## src/verilog/tmr_pkg.sv

```systemverilog
//
// Behaviour
// counter and both compare values are 8-bit
// tick from prescaler or external pin edge
// clock select zero stops the counter
// each tick clears, increments or decrements counter
// cpu counter access always; write beats counting
// 3-bit waveform mode split over two controls
// bottom 0x00, max 0xFF, top mode-dependent
// equality sets match flag at next tick
// flag cleared by service or writing one
// three flags, each gated by mask bit
// overflow flag set per mode, may interrupt
// compare buffered in pwm, direct otherwise
// buffer loads only at top or bottom
// cpu compare access targets buffer when buffered
// outputs from match, mode and output mode
// mode zero counts up, overflow on wrap
// mode two clears on compare a match
// counter write blocks matches next tick
// force strobe updates output in non-pwm modes
// external pin synchronised, then edge detected
package tmr_pkg;

  // ************************************************
  // bus, data and prescaler widths
  // ************************************************
  localparam int DATA_W = 8;
  localparam int ADDR_W = 3;
  localparam int PRE_W  = 10;

  // ************************************************
  // register offsets
  // ************************************************
  localparam logic [ADDR_W-1:0] ADR_CTRL_A  = 3'h0;
  localparam logic [ADDR_W-1:0] ADR_CTRL_B  = 3'h1;
  localparam logic [ADDR_W-1:0] ADR_COUNT   = 3'h2;
  localparam logic [ADDR_W-1:0] ADR_CMP_A   = 3'h3;
  localparam logic [ADDR_W-1:0] ADR_CMP_B   = 3'h4;
  localparam logic [ADDR_W-1:0] ADR_MASK    = 3'h5;
  localparam logic [ADDR_W-1:0] ADR_FLAGS   = 3'h6;

  // ************************************************
  // field positions
  // ************************************************
  localparam int CA_COM_A_LSB = 6;  // timer_ctrl_a [7:6]
  localparam int CA_COM_B_LSB = 4;  // timer_ctrl_a [5:4]
  localparam int CA_WGM_LSB   = 0;  // timer_ctrl_a [1:0]
  localparam int CB_FORCE_A   = 7;
  localparam int CB_FORCE_B   = 6;
  localparam int CB_WGM2      = 3;
  localparam int CB_CS_LSB    = 0;  // timer_ctrl_b [2:0]
  localparam int FL_MATCH_B   = 2;
  localparam int FL_MATCH_A   = 1;
  localparam int FL_OVERFLOW  = 0;

  // ************************************************
  // reset values and extreme counts
  // ************************************************
  localparam logic [DATA_W-1:0] RST_BYTE   = 8'h00;
  localparam logic [DATA_W-1:0] CNT_BOTTOM = 8'h00;
  localparam logic [DATA_W-1:0] CNT_MAX    = 8'hFF;

  // ************************************************
  // clock select codes and prescaler masks
  // ************************************************
  localparam logic [2:0] CS_STOP = 3'h0;
  localparam logic [2:0] CS_DIV1 = 3'h1;
  localparam logic [2:0] CS_DIV8 = 3'h2;
  localparam logic [2:0] CS_D64  = 3'h3;
  localparam logic [2:0] CS_D256 = 3'h4;
  localparam logic [2:0] CS_D1K  = 3'h5;
  localparam logic [2:0] CS_FALL = 3'h6;
  localparam logic [2:0] CS_RISE = 3'h7;
  localparam logic [PRE_W-1:0] PRE_MASK_8   = 10'h007;
  localparam logic [PRE_W-1:0] PRE_MASK_64  = 10'h03F;
  localparam logic [PRE_W-1:0] PRE_MASK_256 = 10'h0FF;
  localparam logic [PRE_W-1:0] PRE_MASK_1K  = 10'h3FF;

  // ************************************************
  // output mode codes
  // ************************************************
  localparam logic [1:0] COM_OFF    = 2'h0;
  localparam logic [1:0] COM_TOGGLE = 2'h1;
  localparam logic [1:0] COM_CLEAR  = 2'h2;
  localparam logic [1:0] COM_SET    = 2'h3;

endpackage : tmr_pkg

```

## src/verilog/tmr_tick_if.sv

```systemverilog
// ************************************************
// clock select down, timer tick up
// ************************************************
interface tmr_tick_if;
  logic [2:0] clock_select_field;
  logic       timer_tick;
  modport src (input clock_select_field, output timer_tick);
  modport user (output clock_select_field, input timer_tick);
endinterface : tmr_tick_if

```

## src/verilog/tmr_tick_gen.sv

```systemverilog
module tmr_tick_gen
  import tmr_pkg::*;
(
  input wire logic   clk,
  input wire logic   rst,
  input wire logic   ext_count_pin,
  tmr_tick_if.src    tif
);

  typedef struct packed {
    logic             sync1;
    logic             sync2;
    logic             sync3;
    logic [PRE_W-1:0] pre;
    logic             tick;
  } tmr_tick_st_t;

  tmr_tick_st_t s_ff;
  tmr_tick_st_t nxt_s;

  // prescaler tap: all masked bits at zero
  function automatic logic pre_hit(input logic [PRE_W-1:0] pre,
                                   input logic [PRE_W-1:0] mask);
    pre_hit = (pre & mask) == '0;
  endfunction : pre_hit

  // ************************************************
  // source and edge select
  // ************************************************
  always_comb begin
    nxt_s       = s_ff;
    nxt_s.sync1 = ext_count_pin;
    nxt_s.sync2 = s_ff.sync1;
    nxt_s.sync3 = s_ff.sync2;
    nxt_s.pre   = s_ff.pre + 1'b1;
    unique case (tif.clock_select_field)
      CS_STOP: nxt_s.tick = 1'b0;
      CS_DIV1: nxt_s.tick = 1'b1;
      CS_DIV8: nxt_s.tick = pre_hit(s_ff.pre, PRE_MASK_8);
      CS_D64:  nxt_s.tick = pre_hit(s_ff.pre, PRE_MASK_64);
      CS_D256: nxt_s.tick = pre_hit(s_ff.pre, PRE_MASK_256);
      CS_D1K:  nxt_s.tick = pre_hit(s_ff.pre, PRE_MASK_1K);
      CS_FALL: nxt_s.tick = s_ff.sync3 & ~s_ff.sync2;
      CS_RISE: nxt_s.tick = s_ff.sync2 & ~s_ff.sync3;
    endcase
  end

  always_ff @(posedge clk or posedge rst) begin
    if (rst) begin
      s_ff <= '0;
    end else begin
      s_ff <= nxt_s;
    end
  end

  assign tif.timer_tick = s_ff.tick;

endmodule : tmr_tick_gen

```

## src/verilog/tmr_wave_out.sv

```systemverilog
module tmr_wave_out
  import tmr_pkg::*;
(
  input wire logic       clk,
  input wire logic       rst,
  input wire logic       match_evt,
  input wire logic       force_evt,
  input wire logic       bottom_evt,
  input wire logic       mode_fast,
  input wire logic       mode_phase,
  input wire logic       count_up,
  input wire logic       toggle_ok,
  input wire logic [1:0] com,
  output logic           oc
);

  typedef struct packed {
    logic oc;
  } tmr_wave_st_t;

  tmr_wave_st_t s_ff;
  tmr_wave_st_t nxt_s;

  // ************************************************
  // waveform action per mode
  // ************************************************
  always_comb begin
    nxt_s = s_ff;
    if (mode_fast) begin
      if (match_evt) begin
        unique case (com)
          COM_TOGGLE: nxt_s.oc = toggle_ok ? ~s_ff.oc : s_ff.oc;
          COM_CLEAR:  nxt_s.oc = 1'b0;
          COM_SET:    nxt_s.oc = 1'b1;
          COM_OFF:    nxt_s.oc = s_ff.oc;
        endcase
      end else if (bottom_evt) begin
        if (com == COM_CLEAR) begin
          nxt_s.oc = 1'b1;
        end else if (com == COM_SET) begin
          nxt_s.oc = 1'b0;
        end
      end
    end else if (mode_phase) begin
      if (match_evt) begin
        unique case (com)
          COM_TOGGLE: nxt_s.oc = toggle_ok ? ~s_ff.oc : s_ff.oc;
          COM_CLEAR:  nxt_s.oc = ~count_up;
          COM_SET:    nxt_s.oc = count_up;
          COM_OFF:    nxt_s.oc = s_ff.oc;
        endcase
      end
    end else if (match_evt || force_evt) begin
      unique case (com)
        COM_TOGGLE: nxt_s.oc = ~s_ff.oc;
        COM_CLEAR:  nxt_s.oc = 1'b0;
        COM_SET:    nxt_s.oc = 1'b1;
        COM_OFF:    nxt_s.oc = s_ff.oc;
      endcase
    end
  end

  always_ff @(posedge clk or posedge rst) begin
    if (rst) begin
      s_ff <= '0;
    end else begin
      s_ff <= nxt_s;
    end
  end

  assign oc = s_ff.oc;

endmodule : tmr_wave_out

```

## src/verilog/tmr_top.sv

```systemverilog
module tmr_top
  import tmr_pkg::*;
(
  input wire logic                       SYS_CLK,
  input wire logic                       RST,
  input wire logic [tmr_pkg::ADDR_W-1:0] ADDR,
  input wire logic [tmr_pkg::DATA_W-1:0] WR_DATA,
  input wire logic                       WR_EN,
  input wire logic                       RD_EN,
  output logic     [tmr_pkg::DATA_W-1:0] RD_DATA,
  input wire logic                       EXT_COUNT_PIN,
  input wire logic [2:0]                 INT_ACK,
  output logic                           IRQ_OVERFLOW,
  output logic                           IRQ_MATCH_A,
  output logic                           IRQ_MATCH_B,
  output logic                           COMPARE_OUT_A,
  output logic                           COMPARE_OUT_B
);

  typedef struct packed {
    logic [DATA_W-1:0] count_value;
    logic [DATA_W-1:0] compare_value_a;
    logic [DATA_W-1:0] compare_value_b;
    logic [DATA_W-1:0] buffer_a;
    logic [DATA_W-1:0] buffer_b;
    logic [1:0]        com_a;
    logic [1:0]        com_b;
    logic [2:0]        wgm;
    logic [2:0]        cs;
    logic [2:0]        mask;
    logic [2:0]        flags;
    logic              count_down;
    logic              block;
    logic [DATA_W-1:0] rdata;
    logic [2:0]        irq;
  } tmr_state_t;

  tmr_state_t s_ff;
  tmr_state_t nxt_s;

  tmr_tick_if tick_bus ();

  logic              tick;
  logic              mode_pwm;
  logic              mode_fast;
  logic              mode_phase;
  logic              mode_ctc;
  logic [DATA_W-1:0] top_value;
  logic              hit_a;
  logic              hit_b;
  logic              match_evt_a;
  logic              match_evt_b;
  logic              bottom_evt;
  logic              force_a;
  logic              force_b;
  logic              wr_ctrl_b;

  // ************************************************
  // mode decode
  // ************************************************
  assign tick       = tick_bus.timer_tick;
  assign mode_pwm   = s_ff.wgm[0];
  assign mode_phase = s_ff.wgm[1:0] == 2'h1;
  assign mode_fast  = s_ff.wgm[1:0] == 2'h3;
  assign mode_ctc   = s_ff.wgm[1:0] == 2'h2;
  assign top_value  = s_ff.wgm[2] ? s_ff.compare_value_a : CNT_MAX;
  assign tick_bus.clock_select_field = s_ff.cs;

  // ************************************************
  // comparators and output events
  // ************************************************
  assign hit_a       = s_ff.count_value == s_ff.compare_value_a;
  assign hit_b       = s_ff.count_value == s_ff.compare_value_b;
  assign match_evt_a = tick & hit_a & ~s_ff.block;
  assign match_evt_b = tick & hit_b & ~s_ff.block;
  assign bottom_evt  = tick & mode_fast & (s_ff.count_value == top_value);
  assign wr_ctrl_b   = WR_EN & (ADDR == ADR_CTRL_B);
  assign force_a     = wr_ctrl_b & WR_DATA[CB_FORCE_A] & ~mode_pwm;
  assign force_b     = wr_ctrl_b & WR_DATA[CB_FORCE_B] & ~mode_pwm;

  // ************************************************
  // counter, buffers, flags and register port
  // ************************************************
  always_comb begin
    logic [2:0] set_fl;
    logic [2:0] clr_fl;
    logic       load_buf;
    set_fl   = 3'h0;
    clr_fl   = INT_ACK;
    load_buf = 1'b0;
    nxt_s    = s_ff;
    // counting sequence
    if (tick) begin
      nxt_s.block = 1'b0;
      set_fl[FL_MATCH_A] = match_evt_a;
      set_fl[FL_MATCH_B] = match_evt_b;
      if (mode_fast) begin
        if (s_ff.count_value == top_value) begin
          nxt_s.count_value   = CNT_BOTTOM;
          set_fl[FL_OVERFLOW] = 1'b1;
          load_buf            = 1'b1;
        end else begin
          nxt_s.count_value = s_ff.count_value + 8'h01;
        end
      end else if (mode_phase) begin
        if (!s_ff.count_down) begin
          if (s_ff.count_value == top_value) begin
            nxt_s.count_down  = 1'b1;
            nxt_s.count_value = s_ff.count_value - 8'h01;
            load_buf          = 1'b1;
          end else begin
            nxt_s.count_value = s_ff.count_value + 8'h01;
          end
        end else if (s_ff.count_value == CNT_BOTTOM) begin
          nxt_s.count_down    = 1'b0;
          nxt_s.count_value   = s_ff.count_value + 8'h01;
          set_fl[FL_OVERFLOW] = 1'b1;
        end else begin
          nxt_s.count_value = s_ff.count_value - 8'h01;
        end
      end else begin
        nxt_s.count_down = 1'b0;
        if (mode_ctc && match_evt_a) begin
          nxt_s.count_value = CNT_BOTTOM;
        end else begin
          nxt_s.count_value = s_ff.count_value + 8'h01;
        end
        if (s_ff.count_value == CNT_MAX) begin
          set_fl[FL_OVERFLOW] = 1'b1;
        end
      end
    end
    if (load_buf) begin
      nxt_s.compare_value_a = s_ff.buffer_a;
      nxt_s.compare_value_b = s_ff.buffer_b;
    end
    // register writes
    if (WR_EN) begin
      unique case (ADDR)
        ADR_CTRL_A: begin
          nxt_s.com_a    = WR_DATA[CA_COM_A_LSB +: 2];
          nxt_s.com_b    = WR_DATA[CA_COM_B_LSB +: 2];
          nxt_s.wgm[1:0] = WR_DATA[CA_WGM_LSB +: 2];
        end
        ADR_CTRL_B: begin
          nxt_s.wgm[2] = WR_DATA[CB_WGM2];
          nxt_s.cs     = WR_DATA[CB_CS_LSB +: 3];
        end
        ADR_COUNT: begin
          nxt_s.count_value = WR_DATA;
          nxt_s.block       = 1'b1;
        end
        ADR_CMP_A: begin
          nxt_s.buffer_a = WR_DATA;
          if (!mode_pwm) begin
            nxt_s.compare_value_a = WR_DATA;
          end
        end
        ADR_CMP_B: begin
          nxt_s.buffer_b = WR_DATA;
          if (!mode_pwm) begin
            nxt_s.compare_value_b = WR_DATA;
          end
        end
        ADR_MASK:  nxt_s.mask = WR_DATA[2:0];
        ADR_FLAGS: clr_fl = clr_fl | WR_DATA[2:0];
        default: ;
      endcase
    end
    // flags: set wins over clear
    nxt_s.flags = (s_ff.flags & ~clr_fl) | set_fl;
    nxt_s.irq   = nxt_s.flags & nxt_s.mask;
    // read data, valid the cycle after the strobe
    nxt_s.rdata = RST_BYTE;
    if (RD_EN) begin
      unique case (ADDR)
        ADR_CTRL_A: nxt_s.rdata = {s_ff.com_a, s_ff.com_b, 2'h0, s_ff.wgm[1:0]};
        ADR_CTRL_B: nxt_s.rdata = {4'h0, s_ff.wgm[2], s_ff.cs};
        ADR_COUNT:  nxt_s.rdata = s_ff.count_value;
        ADR_CMP_A:  nxt_s.rdata = mode_pwm ? s_ff.buffer_a : s_ff.compare_value_a;
        ADR_CMP_B:  nxt_s.rdata = mode_pwm ? s_ff.buffer_b : s_ff.compare_value_b;
        ADR_MASK:   nxt_s.rdata = {5'h00, s_ff.mask};
        ADR_FLAGS:  nxt_s.rdata = {5'h00, s_ff.flags};
        default:    nxt_s.rdata = RST_BYTE;
      endcase
    end
  end

  always_ff @(posedge SYS_CLK or posedge RST) begin
    if (RST) begin
      s_ff <= '0;
    end else begin
      s_ff <= nxt_s;
    end
  end

  // ************************************************
  // tick source and waveform channels
  // ************************************************
  tmr_tick_gen u_tick (
    .clk           (SYS_CLK),
    .rst           (RST),
    .ext_count_pin (EXT_COUNT_PIN),
    .tif           (tick_bus)
  );

  tmr_wave_out u_wave_a (
    .clk        (SYS_CLK),
    .rst        (RST),
    .match_evt  (match_evt_a),
    .force_evt  (force_a),
    .bottom_evt (bottom_evt),
    .mode_fast  (mode_fast),
    .mode_phase (mode_phase),
    .count_up   (~s_ff.count_down),
    .toggle_ok  (s_ff.wgm[2]),
    .com        (s_ff.com_a),
    .oc         (COMPARE_OUT_A)
  );

  tmr_wave_out u_wave_b (
    .clk        (SYS_CLK),
    .rst        (RST),
    .match_evt  (match_evt_b),
    .force_evt  (force_b),
    .bottom_evt (bottom_evt),
    .mode_fast  (mode_fast),
    .mode_phase (mode_phase),
    .count_up   (~s_ff.count_down),
    .toggle_ok  (1'b0),
    .com        (s_ff.com_b),
    .oc         (COMPARE_OUT_B)
  );

  assign RD_DATA      = s_ff.rdata;
  assign IRQ_OVERFLOW = s_ff.irq[FL_OVERFLOW];
  assign IRQ_MATCH_A  = s_ff.irq[FL_MATCH_A];
  assign IRQ_MATCH_B  = s_ff.irq[FL_MATCH_B];

endmodule : tmr_top

```

## config.mk

```make
export PLATFORM = sky130hd
export DESIGN_NAME = tmr_top
export DESIGN_NICKNAME = d
export VERILOG_FILES = /design/src/verilog/tmr_pkg.sv /design/src/verilog/tmr_tick_if.sv /design/src/verilog/tmr_tick_gen.sv /design/src/verilog/tmr_wave_out.sv /design/src/verilog/tmr_top.sv
export SDC_FILE = /design/constraint.sdc
export NUM_CORES = 1
export LEC_CHECK = 0
export BUFFER_PORTS_ARGS = -buffer_cell sky130_fd_sc_hd__buf_2
export CORE_ASPECT_RATIO = 0.9
export CORE_UTILIZATION = 40
export CTS_CLUSTER_DIAMETER = 100
export DETAILED_ROUTE_END_ITERATION = 12
export PLACE_DENSITY = 0.62
export SETUP_SLACK_MARGIN = 0.5
export SYNTH_ARGS = -nofsm -noshare
export SYNTH_HDL_FRONTEND = slang
export SYNTH_SLANG_ARGS = --single-unit
```

## constraint.sdc

```tcl
create_clock -name SYS_CLK -period 7.3 [get_ports SYS_CLK]
set_input_delay 0.365 -clock SYS_CLK [delete_from_list [all_inputs] [get_ports SYS_CLK]]
set_output_delay 0.365 -clock SYS_CLK [all_outputs]
set_load 0.005 [all_outputs]
```

# After elaboration in Yosys (flattened, before gate mapping)
# Cells that the tools add are included.
[totals]
reg_bits = 85
inputBits = 19
word_cells = 181
output_inout_bits = 13
[op_classes]
bitwise = 26
n_reduce_logical = 22
n_mux = 70
n_eq_ne = 37
n_addsub = 3
[ops]
columns = ["cell", "n"]
rows = [
  ["two-way mux 8 bit", 19],
  ["case mux 8 bit (7 select lines)", 1],
  ["two-way mux 53 bit", 1],
  ["zero test 10 bit", 4],
  ["two-way mux 1 bit", 34],
  ["equality test 8 bit", 3],
  ["equality test 3 bit, second input constant", 7],
  ["two-way mux 16 bit", 1],
  ["two-way mux 3 bit", 5],
  ["AND 1 bit", 13],
  ["equality test 2 bit, second input constant", 6],
  ["equality test 3 x 2 -> 1 bit, second input constant", 4],
  ["case mux 1 bit (3 select lines)", 4],
  ["adder 10 x 1 -> 10 bit, second input constant", 1],
  ["AND reduction 2 bit", 5],
  ["inequality test 3 bit, second input constant", 3],
  ["adder 8 x 1 -> 8 bit, second input constant", 1],
  ["equality test 8 bit, second input constant", 1],
  ["zero test 8 bit", 1],
  ["inequality test 4 x 1 -> 1 bit, second input constant", 2],
  ["NOT 1 bit", 8],
  ["case mux 1 bit (8 select lines)", 1],
  ["subtractor 8 x 1 -> 8 bit, second input constant", 1],
  ["AND reduction 7 bit", 1],
  ["18 further kinds", 31],
]

# Depth between registers and ports, before layout
[logic_depth]
ltp_word = 12
depth_mapped = 11
depth_no_buf = 8

# Hierarchy
# Synthesis repeated with hierarchy kept, for this count alone.
[hier_totals]
cells_unflattened = 535
hier_area_um2 = 5129.9
[modules_own_cells]
columns = ["mod", "instances", "seq_area_each_um2", "cells_per_inst", "area_per_inst_um2"]
rows = [
  ["tmr_top", 1, 1726.7, 440, 4134.0],
  ["tmr_tick_gen", 1, 350.3, 53, 660.6],
  ["tmr_wave_out", 2, 25.0, 21, 167.7],
]

# Least setup slack after synthesis
# No wires, ideal clock.
[synth_timing]
path_kind = "flip-flop to flip-flop"
from = "register s_ff[58] in the netlist's numbering"
to = "register s_ff[67] in the netlist's numbering"
path_stages_with_launch = 10
path_slack_ns = 4.939
period_less_slack_ns = 2.361
setup_time_ns = 0.087
t_arrival_ns = 2.274
required_time_ns = 7.213
path_cell_list = "dfrtp_1 -> nor2b_1 -> a2111o_1 -> a2111oi_4 -> and2b_1 -> buf_4 -> o2111a_1 -> a31oi_1 -> or4b_1 -> o211ai_1"
[synth_lines]
columns = ["item", "line_no", "source"]
rows = [
  ["start: declaration", "tmr_top.sv:38", "tmr_state_t s_ff;"],
  ["start signal: assignment", "tmr_top.sv:193", "s_ff <= nxt_s;"],
]

==> impl_metrics.toml <==
[power_and_ir_drop]
power.total_mw = 1.701
max-vdd-ir-drop_mv = 0.1202
p_leak_nw = 2.440
pwr_density_cell_mw_per_mm2 = 314.4

[synth]
synth_seq_cells = 85
synth-warning-count = 0
syn-mean-instance-area_um2 = 9.548
synth_ff_type = "dfrtp_1"
yosysSeqAreaShare_pct = 43.01
netlist_area_mm2 = 0.004946
synthesis.nets = 542
postSynth.asyncResetShare_pct = 100.0
synth_edf_count = 0
synthCells = 518
synth_cell_types = 61

[grt]
grt_pass1_wl_mm = 20.46
grtUsageTotal_pct = 20.86
grt_pass1_vias = 3822
antenna_found_initial = 0
grt_max_degree = 63
overflow = 0

[floorplan]
core_area_mm2 = 0.01203
io_pins = 32
start_util_pct = 41.12
dieHeight_um = 107.5
row_count = 38
dieArea_mm2 = 0.01281
die_w_um = 119.2

[timing]
skew_ns = 0.01016
setup_viol = 0
rsz0062_at_grt = "no"
tns_ns = 0
worstMarginPinSlew_ns = 1.147
relSlewSlack_pct = 22.81
timing.final.crit_share_pct = 41.46
whs_ns = -0.003407
fmax_mhz = 330.4
hold_viol = 7
post-route-min-period_ns = 3.026
slew_viol_final = 0

[place]
dpl.hpwl_mm = 8.878
portBuffers = 31
place.gp.congestion = 0.8973

[routing]
vias = 3902
drt_drc_violations_left = 0
first_pass_iters = 7
via_per_inst = 5.696
first_iter_violations = 343
wl_mm = 12.65
detail-route-antenna-nets = 0
wl_per_cell_um = 18.47

[worst_setup_path]
required_ns = 7.50
crit_fanout = 16
slowest_delay_ns = 0.64
path_buf_inv = 0
crit_family = "compound AO/OA/AOI/OAI gates"
endpoint_kind = "register"
cp_cell_sequence = "nor2b_1, a2111o_1, a2111oi_4, and2b_1, nand3_2, mux2i_1, a21oi_1"
slowest_stage = "dfrtp_1"
path_class = "reg -> reg"
worstSetupStartpointType = "register"
arrival_ns = 3.23

[clock_tree]
numCtsBuffers = 9
path_clk_slew_ns = 0.07
root_buffer = "clkbuf_16"
cts_setup_buffers = 0
clk_latency_ns = 0.35
cts_tree = "yes"
htreeDepth = 3
clockBufferDepth = 2
ctsHoldBuffers = 0
cts_resized = 0
numClockSinks = 85

[worst_hold_path]
hp-class = "in -> async"

[cells_and_area]
nFillCells = 1160
final_common_cell = "dfrtp_1"
drive_gt1_share_pct = 16.95
fin_nets = 544
final_cell_mix = "85 x dfrtp_1, 38 x nand2_1, 38 x nor2_1"
syn2layout_area_growth_pct = 9.411
n_antenna_cell = 0

[outcome]
violations = "negative hold slack"
status = "complete, but fails checks"

[run]
drv_cap = 0
[routing by layer]
| layer | global-route usage, % | wire (um) |
|---|---|---|
| met3 | 4.449 | 666 |
| met4 | 7.414 | 234 |
| met2 | 32.52 | 5717 |
| met1 | 28.56 | 6034 |
| met5 | 0 | 0 |
[cells in the mapped netlist, types with 3 or more instances]
master / number / area (um2)
and3_1: 8 / 50.05
clkbuf_1: 19 / 71.32
nor2b_1: 18 / 112.6
dfrtp_1: 85 / 2127
a21oi_1: 33 / 165.2
o21ai_0: 24 / 120.1
ha_1: 5 / 62.56
nand2_1: 38 / 142.6
nor3b_1: 4 / 30.03
o31ai_1: 3 / 22.52
nor4_1: 3 / 18.77
nand4_1: 6 / 37.54
nand3b_1: 3 / 22.52
and2_1: 11 / 68.82
o21ai_1: 5 / 25.02
buf_4: 12 / 90.09
nand3_1: 19 / 95.09
buf_1: 4 / 15.01
buf_2: 6 / 30.03
a31oi_1: 10 / 62.56
xnor2_1: 11 / 96.34
inv_1: 22 / 82.58
nand2b_1: 4 / 25.02
mux2i_1: 28 / 280.3
a22o_1: 3 / 26.28
a221oi_1: 6 / 52.55
xor2_1: 11 / 96.34
mux2_2: 31 / 349.1
nor2_1: 38 / 142.6
nor3_1: 6 / 30.03
[worst register-to-register path: stages (launching register included)]
cell and delay (ns):
dfrtp_1 0.64, nor2b_1 0.10, a2111o_1 0.48, a2111oi_4 0.37
and2b_1 0.31, nand3_2 0.53, mux2i_1 0.36, a21oi_1 0.09
[kinds of logic (layout without fill, tap and decap cells)]
family,count (synthesis),count (layout),synth area share (%)
simple gates,166,166,17.15
compound gates,113,113,15.41
flops,85,85,43.01
buf+inv,66,73,6.096
mux,61,61,13.18
xor+xnor,22,22,3.896
fa+ha+maj,5,5,1.265
[through the flow]
step	cell area [um2]	worst slack (ns)	std cells	util (%)	hold WS, ns
floorplan	4946	4.742	518	-	0.3312
global placement	5106	4.383	669	42.45	0.3341
detailed placement	5106	4.320	669	42.45	0.3355
CTS	5411	4.294	685	44.99	0.006350
global route	5411	4.067	685	44.99	0.03225
finish	5411	4.274	685	44.99	-0.003407
[layout make-up]
cell class	instances	area, um2	area share [%]
Clock buffer	10	229.0	4.231
Inverter	24	91.34	1.688
Clock inverter	6	76.32	1.410
Multi-Input combinational cell	367	2517	46.52
Tap cell	160	200.2	3.699
Timing Repair Buffer	33	170.2	3.145
Sequential cell	85	2127	39.31
[registers in the layout, indices dropped and copies added (netlist names)]
name	flops
s_ff	54
u_tick.s_ff	11
RD_DATA	8
tick_bus.clock_select_field	3
u_tick.nxt_s	2
IRQ_MATCH_A	1
IRQ_MATCH_B	1
IRQ_OVERFLOW	1
mode_pwm	1
u_tick.tif.timer_tick	1
u_wave_a.oc	1
u_wave_b.oc	1
[worst paths after layout]
| check | slack (ns) | end | start | depth (start not counted) |
|---|---|---|---|---|
| setup / recovery | 4.27 | s_ff[55] | s_ff[66] | 7 |
| setup reg to reg | 4.27 | s_ff[55] | s_ff[66] | 7 |
| hold reg to reg | 0.36 | u_tick.nxt_s[11] | u_tick.nxt_s[12] | 0 |
| max in group asynchronous | 6.16 | s_ff[16] | RST | 3 |
| min in group SYS_CLK | 0.12 | u_tick.nxt_s[12] | EXT_COUNT_PIN | 1 |
| hold / removal | -0.003 | RD_DATA[5] | RST | 2 |
[report_power, final]
part	leakage [nW]	internal (mW)	switching, mW	total, mW
combinational	1.27	0.227	0.259	0.485
clock	0.150	0.272	0.204	0.476
sequential	1.02	0.570	0.170	0.740
total	2.44	1.07	0.632	1.70
(Power assumes the default switching activity.)
